### config.mk
export PLATFORM = sky130hd
export DESIGN_NAME = plsr_top
export DESIGN_NICKNAME = d
export VERILOG_FILES = /design/src/plsr_pkg.sv /design/src/plsr_clk.sv /design/src/plsr_fifo.sv /design/src/plsr_top.sv
export VERILOG_INCLUDE_DIRS = /design/src /design/src/src
export SDC_FILE = /design/constraint.sdc
export NUM_CORES = 1
export LEC_CHECK = 0
export BUFFER_PORTS_ARGS = -buffer_cell sky130_fd_sc_hd__buf_2
export CAP_MARGIN = 20
export CORE_UTILIZATION = 50
export DETAILED_ROUTE_END_ITERATION = 7
export PLACE_DENSITY = 0.71
export SYNTH_ARGS = -nofsm -noshare
export SYNTH_HDL_FRONTEND = slang
export SYNTH_SLANG_ARGS = --single-unit
export TNS_END_PERCENT = 100
### constraint.sdc
create_clock -name hclk -period 3.3 [get_ports hclk]
set_input_delay 0.66 -clock hclk [delete_from_list [all_inputs] [get_ports hclk]]
set_output_delay 0.66 -clock hclk [all_outputs]
set_load 0.02 [all_outputs]
### src/plsr_params.svh
// Offsets, field positions and reset values of the shift register block.
`ifndef PLSR_PARAMS_SVH
`define PLSR_PARAMS_SVH
`define PLSR_STAGES 8
`define PLSR_FIFO_WIDTH 8
`define PLSR_FIFO_DEPTH 16
`define PLSR_AW 12
`define PLSR_ADDR_CTRL 12'h000
`define PLSR_ADDR_CMD 12'h004
`define PLSR_ADDR_FIFO 12'h008
`define PLSR_ADDR_STAT 12'h00C
`define PLSR_CTRL_MODE 0
`define PLSR_CTRL_INH 1
`define PLSR_CTRL_SER 2
`define PLSR_CMD_LOAD 0
`define PLSR_CMD_CLK 1
`define PLSR_CMD_CLR 2
`define PLSR_STAT_QH 8
`define PLSR_STAT_CNT 9
`define PLSR_STAT_EMPTY 14
`define PLSR_STAT_FULL 15
`define PLSR_CTRL_RST 3'h0
`endif

### src/plsr_pkg.sv
// Types shared by the shift register block.
`include "plsr_params.svh"
package plsr_pkg;
	typedef enum logic [1:0] {
		PH_IDLE = 2'b00,
		PH_WR = 2'b01,
		PH_PUSH = 2'b10
	} plsr_ph_e;

	typedef struct packed {
		logic clear_n;
		logic shift_load;
		logic clk_a;
		logic clk_b;
		logic ser;
		logic [`PLSR_STAGES-1:0] par;
	} plsr_pins_s;

	typedef struct packed {
		logic [`PLSR_STAGES-1:0] stages;
		logic sw_mode;
		logic sw_inh;
		logic sw_ser;
		logic cmd_load;
		logic cmd_clk;
		logic cmd_clr;
		plsr_ph_e ph;
		logic [`PLSR_AW-1:0] daddr;
		logic hready;
		logic hresp;
		logic [31:0] hrdata;
	} plsr_top_s;
endpackage

### src/plsr_clk.sv
// Two-input NOR clock combiner with rising-edge detection.
`timescale 1ns/1ps
module plsr_clk (
	input wire logic hclk,
	input wire logic hresetn,
	input wire logic clk_a,
	input wire logic clk_b,
	output logic rise
);
	typedef struct packed {
		logic prev;
	} plsr_clk_s;

	plsr_clk_s st;
	plsr_clk_s next_st;
	logic eff;

	// The effective clock is high only while both inputs are low.
	always_comb
	begin
		eff = ~(clk_a | clk_b); // [RULE_06]
		rise = eff & ~st.prev;
		next_st = st;
		next_st.prev = eff;
	end

	// Previous level of the effective clock, low after reset.
	always_ff @(posedge hclk or negedge hresetn)
	begin
		if (!hresetn)
			st <= '0;
		else
			st <= next_st;
	end
endmodule

### src/plsr_fifo.sv
// Parameterised FIFO with valid and ready on both sides.
`timescale 1ns/1ps
`include "plsr_params.svh"
module plsr_fifo #(
	parameter int WIDTH = `PLSR_FIFO_WIDTH,
	parameter int DEPTH = `PLSR_FIFO_DEPTH
) (
	input wire logic hclk,
	input wire logic hresetn,
	input wire logic in_valid,
	output logic in_ready,
	input wire logic [WIDTH-1:0] in_data,
	output logic out_valid,
	input wire logic out_ready,
	output logic [WIDTH-1:0] out_data,
	output logic [$clog2(DEPTH+1)-1:0] count
);
	localparam int AW = $clog2(DEPTH);
	localparam logic [AW:0] FULL_CNT = (AW+1)'(DEPTH);

	typedef struct packed {
		logic [DEPTH-1:0][WIDTH-1:0] mem;
		logic [AW-1:0] wp;
		logic [AW-1:0] rp;
		logic [AW:0] cnt;
	} plsr_fifo_s;

	plsr_fifo_s st;
	plsr_fifo_s next_st;
	logic push;
	logic pop;

	// Full and empty follow the occupancy count exactly.
	always_comb
	begin
		in_ready = (st.cnt != FULL_CNT);
		out_valid = (st.cnt != '0);
		out_data = st.mem[st.rp];
		count = st.cnt;
		push = in_valid & in_ready;
		pop = out_valid & out_ready;
		next_st = st;
		if (push)
		begin
			next_st.mem[st.wp] = in_data;
			next_st.wp = st.wp + 1'b1;
		end
		if (pop)
			next_st.rp = st.rp + 1'b1;
		if (push && !pop)
			next_st.cnt = st.cnt + 1'b1;
		else if (pop && !push)
			next_st.cnt = st.cnt - 1'b1;
	end

	// Pointers and count start empty after reset.
	always_ff @(posedge hclk or negedge hresetn)
	begin
		if (!hresetn)
			st <= '0;
		else
			st <= next_st;
	end
endmodule

### src/plsr_top.sv
// Eight-stage parallel-load shift register with an AHB-Lite register port.
// Function
// [RULE_01] Eight chained stages; only last stage output; here the status word also reads back every stage.
// [RULE_02] Clear low forces all stages to zero.
// [RULE_03] Select low copies parallel inputs into stages.
// [RULE_04] Shift: serial input enters first stage.
// [RULE_05] Shift: each stage takes preceding stage value.
// [RULE_06] Effective clock is NOR of both clocks.
// [RULE_07] Inhibit input changes only while other high.
// [RULE_08] No active edge leaves all stages unchanged; here select low loads the stages without an edge.
// [RULE_09] Clear wins; one process updates all stages.
`timescale 1ns/1ps
`include "plsr_params.svh"
module plsr_top (
	input wire logic hclk,
	input wire logic hresetn,
	input wire logic hsel,
	input wire logic [31:0] haddr,
	input wire logic [1:0] htrans,
	input wire logic hwrite,
	input wire logic [2:0] hsize,
	input wire logic [31:0] hwdata,
	input wire logic hready,
	output logic hreadyout,
	output logic hresp,
	output logic [31:0] hrdata,
	input wire logic pin_clear_n,
	input wire logic pin_shift_load,
	input wire logic pin_clk_a,
	input wire logic pin_clk_b,
	input wire logic pin_ser,
	input wire logic [`PLSR_STAGES-1:0] pin_par,
	output logic ser_out
);
	plsr_pkg::plsr_top_s st;
	plsr_pkg::plsr_top_s next_st;
	plsr_pkg::plsr_pins_s pin;
	plsr_pkg::plsr_pins_s eff;
	logic rise;
	logic acc;
	logic fifo_in_valid;
	logic fifo_in_ready;
	logic fifo_out_valid;
	logic fifo_out_ready;
	logic [`PLSR_FIFO_WIDTH-1:0] fifo_out_data;
	logic [$clog2(`PLSR_FIFO_DEPTH+1)-1:0] fifo_count;
	logic [31:0] rd_mux;
	logic [`PLSR_AW-1:0] aaddr;
	// Reset image of the control word; each field is taken from it.
	localparam logic [2:0] CTRL_RST = `PLSR_CTRL_RST;

	// Outputs come straight from the state flip-flops.
	assign hreadyout = st.hready;
	assign hresp = st.hresp;
	assign hrdata = st.hrdata;
	assign ser_out = st.stages[`PLSR_STAGES-1]; // [RULE_01]

	// Gather the external pins into one carrier.
	always_comb
	begin
		pin.clear_n = pin_clear_n;
		pin.shift_load = pin_shift_load;
		pin.clk_a = pin_clk_a;
		pin.clk_b = pin_clk_b;
		pin.ser = pin_ser;
		pin.par = pin_par;
	end

	// In software mode the register port stands in for every pin.
	// A load command only takes effect when the FIFO holds a word.
	always_comb
	begin
		if (st.sw_mode)
		begin
			eff.clear_n = ~st.cmd_clr;
			eff.shift_load = ~(st.cmd_load & fifo_out_valid);
			eff.clk_a = ~st.cmd_clk;
			eff.clk_b = st.sw_inh;
			eff.ser = st.sw_ser;
			eff.par = fifo_out_data;
		end
		else
		begin
			eff = pin;
		end
		// In software mode any load pulse pops the head, even one that a clear beats.
		fifo_out_ready = st.sw_mode & st.cmd_load;
	end

	// Combined clock and its rising edge.
	plsr_clk u_clk (
		.hclk(hclk),
		.hresetn(hresetn),
		.clk_a(eff.clk_a),
		.clk_b(eff.clk_b),
		.rise(rise)
	);

	// Parallel words queued by software; a full queue stalls the bus.
	plsr_fifo #(
		.WIDTH(`PLSR_FIFO_WIDTH),
		.DEPTH(`PLSR_FIFO_DEPTH)
	) u_fifo (
		.hclk(hclk),
		.hresetn(hresetn),
		.in_valid(fifo_in_valid),
		.in_ready(fifo_in_ready),
		.in_data(hwdata[`PLSR_FIFO_WIDTH-1:0]),
		.out_valid(fifo_out_valid),
		.out_ready(fifo_out_ready),
		.out_data(fifo_out_data),
		.count(fifo_count)
	);

	// Address phase acceptance and the read-back multiplexer.
	always_comb
	begin
		acc = hsel & htrans[1] & hready;
		aaddr = haddr[`PLSR_AW-1:0];
		fifo_in_valid = (st.ph == plsr_pkg::PH_PUSH);
		rd_mux = 32'h00000000;
		if (aaddr == `PLSR_ADDR_CTRL)
		begin
			rd_mux[`PLSR_CTRL_MODE] = st.sw_mode;
			rd_mux[`PLSR_CTRL_INH] = st.sw_inh;
			rd_mux[`PLSR_CTRL_SER] = st.sw_ser;
		end
		else if (aaddr == `PLSR_ADDR_STAT)
		begin
			rd_mux[`PLSR_STAGES-1:0] = st.stages;
			rd_mux[`PLSR_STAT_QH] = st.stages[`PLSR_STAGES-1];
			rd_mux[`PLSR_STAT_CNT+4:`PLSR_STAT_CNT] = fifo_count;
			rd_mux[`PLSR_STAT_EMPTY] = ~fifo_out_valid;
			rd_mux[`PLSR_STAT_FULL] = ~fifo_in_ready;
		end
	end

	// Next state: the stage chain and the bus slave.
	always_comb
	begin
		next_st = st;
		next_st.cmd_load = 1'b0;
		next_st.cmd_clk = 1'b0;
		next_st.cmd_clr = 1'b0;
		next_st.hresp = 1'b0;
		// Clear first, then load, then shift on an edge, else hold.
		if (!eff.clear_n)
			next_st.stages = '0; // [RULE_02] [RULE_09]
		else if (!eff.shift_load)
			next_st.stages = eff.par; // [RULE_03]
		else if (rise)
		begin
			next_st.stages[0] = eff.ser; // [RULE_04]
			next_st.stages[`PLSR_STAGES-1:1] =
				st.stages[`PLSR_STAGES-2:0]; // [RULE_05]
		end
		// Data phase of an earlier accepted transfer.
		case (st.ph)
			plsr_pkg::PH_WR:
			begin
				if (st.daddr == `PLSR_ADDR_CTRL)
				begin
					next_st.sw_mode = hwdata[`PLSR_CTRL_MODE];
					next_st.sw_inh = hwdata[`PLSR_CTRL_INH];
					next_st.sw_ser = hwdata[`PLSR_CTRL_SER];
				end
				else if (st.daddr == `PLSR_ADDR_CMD)
				begin
					next_st.cmd_load = hwdata[`PLSR_CMD_LOAD];
					next_st.cmd_clk = hwdata[`PLSR_CMD_CLK];
					next_st.cmd_clr = hwdata[`PLSR_CMD_CLR];
				end
				next_st.ph = plsr_pkg::PH_IDLE;
			end
			plsr_pkg::PH_PUSH:
			begin
				if (fifo_in_ready)
				begin
					next_st.hready = 1'b1;
					next_st.ph = plsr_pkg::PH_IDLE;
				end
			end
			default:
			begin
				next_st.ph = plsr_pkg::PH_IDLE;
			end
		endcase
		// A new address phase; FIFO writes take one wait state while the queue has room.
		if (acc)
		begin
			next_st.daddr = aaddr;
			if (hwrite && aaddr == `PLSR_ADDR_FIFO)
			begin
				next_st.ph = plsr_pkg::PH_PUSH;
				next_st.hready = 1'b0;
			end
			else if (hwrite)
				next_st.ph = plsr_pkg::PH_WR;
			else
				next_st.hrdata = rd_mux;
		end
	end

	// All sequential updates happen in this single process.
	always_ff @(posedge hclk or negedge hresetn)
	begin
		if (!hresetn)
		begin
			st <= '0; // [RULE_09]
			st.sw_mode <= CTRL_RST[`PLSR_CTRL_MODE];
			st.sw_inh <= CTRL_RST[`PLSR_CTRL_INH];
			st.sw_ser <= CTRL_RST[`PLSR_CTRL_SER];
			st.hready <= 1'b1;
		end
		else
			st <= next_st;
	end
endmodule
# ---- After elaboration in Yosys (flattened, before gate mapping)
# Index checks and enable logic that the tools add are counted.
dict set report op_classes {
  add_sub_neg 4
  magnitude_cmp 3
  n_eq_ne 7
  muxes 25
  n_bitwise 17
  n_reduce_logical 12
}
# operator n
set ops {}
lappend ops {{bitwise mux 128 bit} 1}
lappend ops {{2-to-1 mux 8 bit} 5}
lappend ops {{binary-select mux 8 bit (select 4 bit)} 1}
lappend ops {{demux 8 bit (select 4 bit)} 1}
lappend ops {{2-to-1 mux 13 bit} 2}
lappend ops {{equality test 12 x 4 -> 1 bit, second input constant} 2}
lappend ops {{zero test 12 bit} 2}
lappend ops {{2-to-1 mux 16 bit} 1}
lappend ops {{2-to-1 mux 15 bit} 1}
lappend ops {{equality test 12 x 3 -> 1 bit, second input constant} 1}
lappend ops {{2-to-1 mux 3 bit} 4}
lappend ops {{less-than comparator 4 x 5 -> 1 bit, second input constant} 2}
lappend ops {{2-to-1 mux 5 bit} 2}
lappend ops {{NOT 1 bit} 9}
lappend ops {{adder 4 x 1 -> 4 bit, second input constant} 2}
lappend ops {{2-to-1 mux 2 bit} 4}
lappend ops {{AND 1 bit} 7}
lappend ops {{adder 5 x 1 -> 5 bit, second input constant} 1}
lappend ops {{inequality test 5 bit, second input constant} 1}
lappend ops {{nonzero test 5 bit} 1}
lappend ops {{subtractor 5 x 1 -> 5 bit, second input constant} 1}
lappend ops {{>= comparator 4 x 1 -> 1 bit, second input constant} 1}
lappend ops {{logical AND 1 bit} 4}
lappend ops {{2-to-1 mux 1 bit} 3}
lappend ops {{other kinds (8)} 9}
dict set report word_totals {
  reg_bits 187
  in_bits 87
  out_inout_bits 35
  elab_cells 99
}

# ---- Longest topological paths before layout
# Gate-level depths: netlist of run 1.
dict set report logic_depth {
  word_depth 10
  ltp_mapped 13
}

# ---- By module
# A second synthesis of run 1 with hierarchy kept.
dict set report unflattened {
  hier_cells 709
  hier_area_um2 9292.7
}
# mod instances cells_each area_each_um2
set modules_own_cells {}
lappend modules_own_cells {plsr_fifo 1 478 6852.8}
lappend modules_own_cells {plsr_top 1 228 2401.1}
lappend modules_own_cells {plsr_clk 1 3 38.8}

# ---- Worst setup path after synthesis of run 1
# No wires, ideal clock.
dict set report synth_path {
  kind {reg-to-reg}
  from {register u_fifo.st, in the netlist u_fifo.count[1]}
  to {register u_fifo.st, in the netlist u_fifo.count[4]}
  setup_ps 125
  arrival_time_ps 2457
  required_ps 3175
  setup_slack_ps 718
  stages_incl_launch_ff 14
  path_buffers 2
  synth_period_minus_slack_ps 2582
  cell_sequence {dfrtp_1 nor3_2 and3b_1 buf_6 nor2b_1 clkbuf_1 ha_1 inv_1 fa_1 a21o_1 a21oi_1 xnor2_1 nor2_1 xor2_1}
}
dict set report synth_between {
  elab_chain_len 5
}
# item line_no
set synth_lines {}
lappend synth_lines {{start, declared} plsr_fifo.sv:28} ;# plsr_fifo_s st;
lappend synth_lines {{start signal, assigned} plsr_fifo.sv:62} ;# st <= next_st;
lappend synth_lines {{inequality test 5 bit (*)} plsr_fifo.sv:36} ;# in_ready = (st.cnt != FULL_CNT);
lappend synth_lines {{AND 1 bit (*)} plsr_fifo.sv:40} ;# push = in_valid & in_ready;
lappend synth_lines {{named net u_fifo.push} plsr_fifo.sv:30} ;# logic push;
lappend synth_lines {{zero test 1 bit} plsr_fifo.sv:52} ;# else if (pop && !push)
lappend synth_lines {{logical AND 1 bit} plsr_fifo.sv:52}
lappend synth_lines {{nonzero test 2 bit (no source line)} n/a}
# The timed path passes the listed nets; every way through them passes the cells marked *. The select of a mux whose other input is x is not followed.
# A chain may end at the register's enable or synchronous reset.

# ---- Worst setup path after layout of run 1
dict set report layout_path {
  from {register u_fifo.st, in the netlist u_fifo.count[3]}
  to {register u_fifo.st, in the netlist u_fifo.count[4]}
}
dict set report layout_between {
  elab_chain_len 5
}
# item
set layout_lines {}
lappend layout_lines {{parallel branches: the longest is 5 deep, another holds subtractor 5 x 1 -> 5 bit}}
# Parallel ways; which one is timed is not known. The select of a mux whose other input is x is not followed.

==> results of run 1 <==
state kept, by name (all words and copies together) (netlist names):
signal	flops
st	27
u_fifo.count	5
ser_out	1
u_fifo.st	136
hrdata	15
u_clk.st	1
hreadyout	1
where the power goes:
| group | internal [mW] | switching, mW |
|---|---|---|
| Sequential | 2.34 | 0.0371 |
| Combinational | 0.0894 | 0.147 |
| Clock | 1.26 | 0.869 |
| Total | 3.69 | 1.05 |
synth_stat cells, types with 8 or more instances:
cell      instances  area share (%)
mux2_1            8             1.0
buf_4            34             2.8
dfrtp_1         185              52
xnor2_1           8            0.78
nor4_1           13            0.90
mux2_2          138              17
ha_1              9             1.3
mux4_2           17             4.3
nor2_8            8             1.8
o22ai_1           8            0.56
nor2_1           23            0.96
nor2b_1           8            0.56
nand2_1          25             1.0
buf_2            13            0.72
clkbuf_1         19            0.79
mux2i_1          38             4.2
o21ai_0          12            0.67
a22o_1           11             1.1
cell families (layout without fill, tap and decap cells):
| logic type | after synthesis | count (layout) |
|---|---|---|
| DFF | 186 | 186 |
| muxes | 201 | 201 |
| and+or+nand+nor | 118 | 118 |
| AOI/OAI and AO/OA | 61 | 61 |
| xor gates and xnor gates | 11 | 11 |
| adders and majority gates | 10 | 10 |
| buffers and inverters | 75 | 105 |
| other | 1 | 17 |
stage by stage:
stage	area, um^2	util, %	setup WS [ns]	cells	power, mW
floorplan	9050	-	0.718	679	2.54
CTS	9920	57.0	0.601	934	4.78
global route	9920	57.0	0.425	934	4.90
finish	9920	57.0	0.601	934	4.74
detailed placement	9310	53.5	0.648	903	2.66
global placement	9310	53.5	0.687	903	2.64
layer usage:
layer / vias up / part of all wire [%] / GRT usage [%]
li1: 2427 / - / -
met1: 2863 / 44 / 29.8
met2: 143 / 49 / 37.6
met3: 32 / 4.4 / 4.18
met4: 0 / 2.5 / 9.63
met5: - / 0 / 0
area by class of cell:
cell class	count	area [um^2]
fillers	1417	7500
flip-flops and latches	186	4660
multi-input cells	418	3940
clock buffers	18	429
repair buffers	70	417
well taps	225	282
clock inverters	13	176
inverters	4	15.0
path summary, 6_finish.rpt:
path,startpoint,endpoint,slack (ns),cells after the start
worst max-delay path,u_fifo.count[3],u_fifo.count[4],0.60,12
worst min-delay path,hresetn,st[39],0.28,1
worst max register to register,u_fifo.count[3],u_fifo.count[4],0.60,12
worst min register to register,hrdata[1],hrdata[1],0.48,2
max in group asynchronous,hresetn,hreadyout,2.21,2
min in group hclk,haddr[7],st[41],0.48,2
critical path, stage by stage (launching register included):
cell     delay [ns]
dfrtp_1        0.43
nor3_2         0.29
and3b_1        0.25
nor2b_1        0.06
buf_4          0.16
ha_1           0.20
inv_1          0.15
ha_1           0.29
a21o_1         0.19
a21oi_1        0.18
xnor2_1        0.14
nor2_1         0.07
xor2_1         0.14
==> metrics.md, run 1 <==
| Metric | Value |
|---|---|
| Peak VDD IR | 0.377 mV |
| Setup CP Type | reg -> reg |
| Routed vias/inst | 5.85 |
| Number of antenna diodes | 0 |
| Die Wd | 136 um |
| Minimum clock period after layout | 2.70 ns |
| Vias | 5465 |
| Routed Antenna Nets | 0 |
| CP required | 3.63 ns |
| Initial core utilization | 51.6% |
| Ys Warns | 0 |
| RSZ-0062 raised after global routing | no |
| Clock sinks | 186 |
| Worst path arrival time | 3.03 ns |
| Die area | 18500 um^2 |
| Avg WL per Cell | 20.8 um |
| Slew headroom | 42.3% |
| Hold crit path type | in -> async |
| Outcome | complete, no violations |
| Final RePlAce weighted congestion | 0.786 |
| Antenna violations before repair | 0 |
| Routed wire length | 19400 um |
| Critical path launch point type | register |
| CP Max Fanout | 7 |
| DRC viols | 0 |
| Mux contribution to synthesized area | 26.8% |
| Post-synth top flop | dfrtp_1 |
| DRT Pass-1 Iters | 5 |
| Initial drt markers | 249 |
| Setup_tns | 0 ns |
| Fraction of registers with async set/reset | 100% |
| Post-DP HPWL | 13100 um |
| Number of setup buffers added after CTS | 0 |
| Critical Path Sink Type | register |
| Vias in the first global route | 5613 |
| Skew-Pair Late Insertion Delay | 0.44 ns |
| Leak pwr | 4.74 nW |
| Port Buffers | 56 |
| Max-slew violation count | 0 |
| Final hold vios | 0 |
| CTS tree | yes |
| #FFs+latches synth | 186 |
| Clock transition at the registers of the reported paths | 0.07 ns |
| Number of flops mapped to enable cells by yosys | 0 |
| Gr ovfl total | 0 |
| Synthesis-to-layout area growth | 10.4% |
| Mapped Area | 8990 um^2 |
| Pin count of the biggest net entering global routing | 83 |
| Clk buf depth | 2 |
| F_max | 371 MHz |
| Synth Area in Compound Gates | 4.84% |
| All-layer global routing usage | 22.9% |
| Global-route wire length before repair | 31100 um |
| CTS Buf Count | 17 |
| Synth Area in Simple Gates | 8.99% |
| Commonest non-fill, non-tap cells in the layout | dfrtp_1, mux2_2, buf_2 |
| I/O pin total | 122 |
| XOR/XNOR Fraction of Synth Area | 1.07% |
| Root Driver | clkbuf_16 |
| Htree depth | 4 |
| Worst hold slack | 0.278 ns |
| Slew @ Worst Pin | 0.859 ns |
| Post-synthesis adder-cell area fraction | 1.48% |
| CTS Hold Bufs | 0 |
| Mapped Cells | 663 |
| Number of distinct library cells after synthesis | 54 |
| Commonest non-fill, non-tap cell in the layout | dfrtp_1 |
| Share of cells above drive strength 1 | 38.9% |
| Largest family of logic cells by synthesized area | multiplexers |
| Synth Area per Inst | 13.6 um^2 |
| Power per Cell Area | 478 nW/um^2 |
| Die Y | 136 um |
| Clk_skew | 0.00810 ns |
| Core area | 17400 um^2 |
| Cell Rows | 48 |
| Resize count post-CTS | 0 |
| Setup-failing EPs final | 0 |
| Max Cap Viol | 0 |
| Fin crit share | 81.8% |
| Final nets | 794 |
| Seq/Total Area, Yosys | 51.8% |
Note: power is estimated with default switching activity, not from simulation.
==> inputs of run 2 (changes only) <==
==> constraint.sdc (replaced) <==
create_clock -name hclk -period 2.8 [get_ports hclk]
set_input_delay 0.56 -clock hclk [delete_from_list [all_inputs] [get_ports hclk]]
set_output_delay 0.56 -clock hclk [all_outputs]
set_load 0.02 [all_outputs]
==> metrics.md, run 2 (synthesized netlist as in run 1, its figures left out) <==
| Metric | Value |
|---|---|
| Outcome | complete, no violations |
| Htree depth | 4 |
| Vias in the first global route | 5634 |
| Initial core utilization | 51.6% |
| CTS Hold Bufs | 0 |
| Global-route wire length before repair | 30200 um |
| Hold crit path type | in -> async |
| Die area | 18500 um^2 |
| Core area | 17400 um^2 |
| F_max | 390 MHz |
| DRT Pass-1 Iters | 5 |
| Pin count of the biggest net entering global routing | 73 |
| Post-DP HPWL | 12900 um |
| Clock sinks | 186 |
| Port Buffers | 56 |
| Final nets | 805 |
| Routed vias/inst | 5.88 |
| Clk_skew | 0.0104 ns |
| All-layer global routing usage | 21.9% |
| Leak pwr | 4.81 nW |
| Area of the multi-input gates | 3940 um^2 |
| Finished Core Util | 57.6% |
| Die Y | 136 um |
| CP Max Fanout | 6 |
| Register area | 4660 um^2 |
| Worst path arrival time | 2.87 ns |
| Synthesis-to-layout area growth | 11.6% |
| Cell Rows | 48 |
| Initial drt markers | 253 |
| Max reg flops | 136 |
| Avg WL per Cell | 20.4 um |
| Number of antenna diodes | 0 |
| Slew headroom | 48.3% |
| Commonest non-fill, non-tap cells in the layout | dfrtp_1, mux2_2, buf_2 |
| Vias | 5543 |
| Most flops, register | u_fifo.st |
| Clk buf depth | 2 |
| Commonest non-fill, non-tap cell in the layout | dfrtp_1 |
| Fin crit share | 91.5% |
| Skew-Pair Late Insertion Delay | 0.43 ns |
| Setup-failing EPs final | 0 |
| Share of cells above drive strength 1 | 39.6% |
| I/O pin total | 122 |
| Resize count post-CTS | 0 |
| Critical Path Sink Type | register |
| Max-slew violation count | 0 |
| Gr ovfl total | 0 |
| Slew @ Worst Pin | 0.770 ns |
| CTS tree | yes |
| Worst hold slack | 0.160 ns |
| Peak VDD IR | 0.571 mV |
| Final RePlAce weighted congestion | 0.824 |
| Minimum clock period after layout | 2.56 ns |
| Setup_tns | 0 ns |
| Max Cap Viol | 0 |
| RSZ-0062 raised after global routing | no |
| Antenna violations before repair | 0 |
| Power per Cell Area | 561 nW/um^2 |
| Routed Antenna Nets | 0 |
| CTS Buf Count | 17 |
| Final hold vios | 0 |
| Clock transition at the registers of the reported paths | 0.07 ns |
| Routed wire length | 19200 um |
| Critical path launch point type | register |
| Die Wd | 136 um |
| DRC viols | 0 |
| Fillers | 1383 |
| Setup CP Type | reg -> reg |
| Root Driver | clkbuf_16 |
| Number of setup buffers added after CTS | 0 |
| CP required | 3.11 ns |
-- run 2: area by class of cell --
| type | count | area share, % |
|---|---|---|
| clock buffers | 23 | 4.86 |
| clock inverters | 6 | 1.36 |
| inverters | 4 | 0.150 |
| multi-input cells | 418 | 39.3 |
| flip-flops and latches | 186 | 46.4 |
| well taps | 225 | 2.81 |
| repair buffers | 81 | 5.10 |
-- run 2: path summary, 6_finish.rpt --
| check | from | end | slack (ns) | cells past startpoint |
|---|---|---|---|---|
| worst max register to register | st[46] | u_fifo.count[4] | 0.24 | 10 |
| worst max-delay path | st[46] | u_fifo.count[4] | 0.24 | 10 |
| max in group asynchronous | hresetn | u_fifo.st[5] | 1.90 | 2 |
| min in group hclk | haddr[7] | st[41] | 0.39 | 2 |
| worst min-delay path | hresetn | st[49] | 0.16 | 1 |
| worst min register to register | hrdata[2] | hrdata[2] | 0.48 | 2 |
-- run 2: routing by layer --
metal / global-route usage, % / share of wire [%] / vias to the layer above / wire (um)
met5: 0 / 0 / - / 0
li1: - / - / 2465 / -
met3: 4.92 / 4.4 / 27 / 852
met2: 35.9 / 49 / 153 / 9470
met1: 29.0 / 44 / 2898 / 8540
met4: 6.54 / 1.8 / 0 / 344
-- run 2: per-stage QoR --
step / power [mW] / cell area (um^2) / worst slack (ns) / cells
floorplan: 3.00 / 9050 / 0.218 / 679
global placement: 3.12 / 9410 / 0.275 / 914
detailed placement: 3.14 / 9410 / 0.267 / 914
CTS: 5.68 / 10000 / 0.222 / 943
global route: 5.82 / 10000 / 0.0597 / 943
finish: 5.63 / 10000 / 0.238 / 943
-- run 2: worst max-delay path, stage by stage, from the launching register on --
cell,delay (ns)
dfrtp_1,0.39
and2b_1,0.33
nor2b_1,0.27
ha_1,0.23
inv_1,0.11
fa_1,0.42
a21o_1,0.18
a21oi_1,0.17
xnor2_1,0.13
nor2_1,0.06
xor2_1,0.15
-- run 2: report_power, final --
| part | total [mW] | internal [mW] | leakage, nW | switching [mW] |
|---|---|---|---|---|
| clock | 2.54 | 1.58 | 0.307 | 0.963 |
| combinational | 0.283 | 0.109 | 2.01 | 0.174 |
| sequential | 2.80 | 2.76 | 2.49 | 0.0430 |
| total | 5.63 | 4.45 | 4.81 | 1.18 |
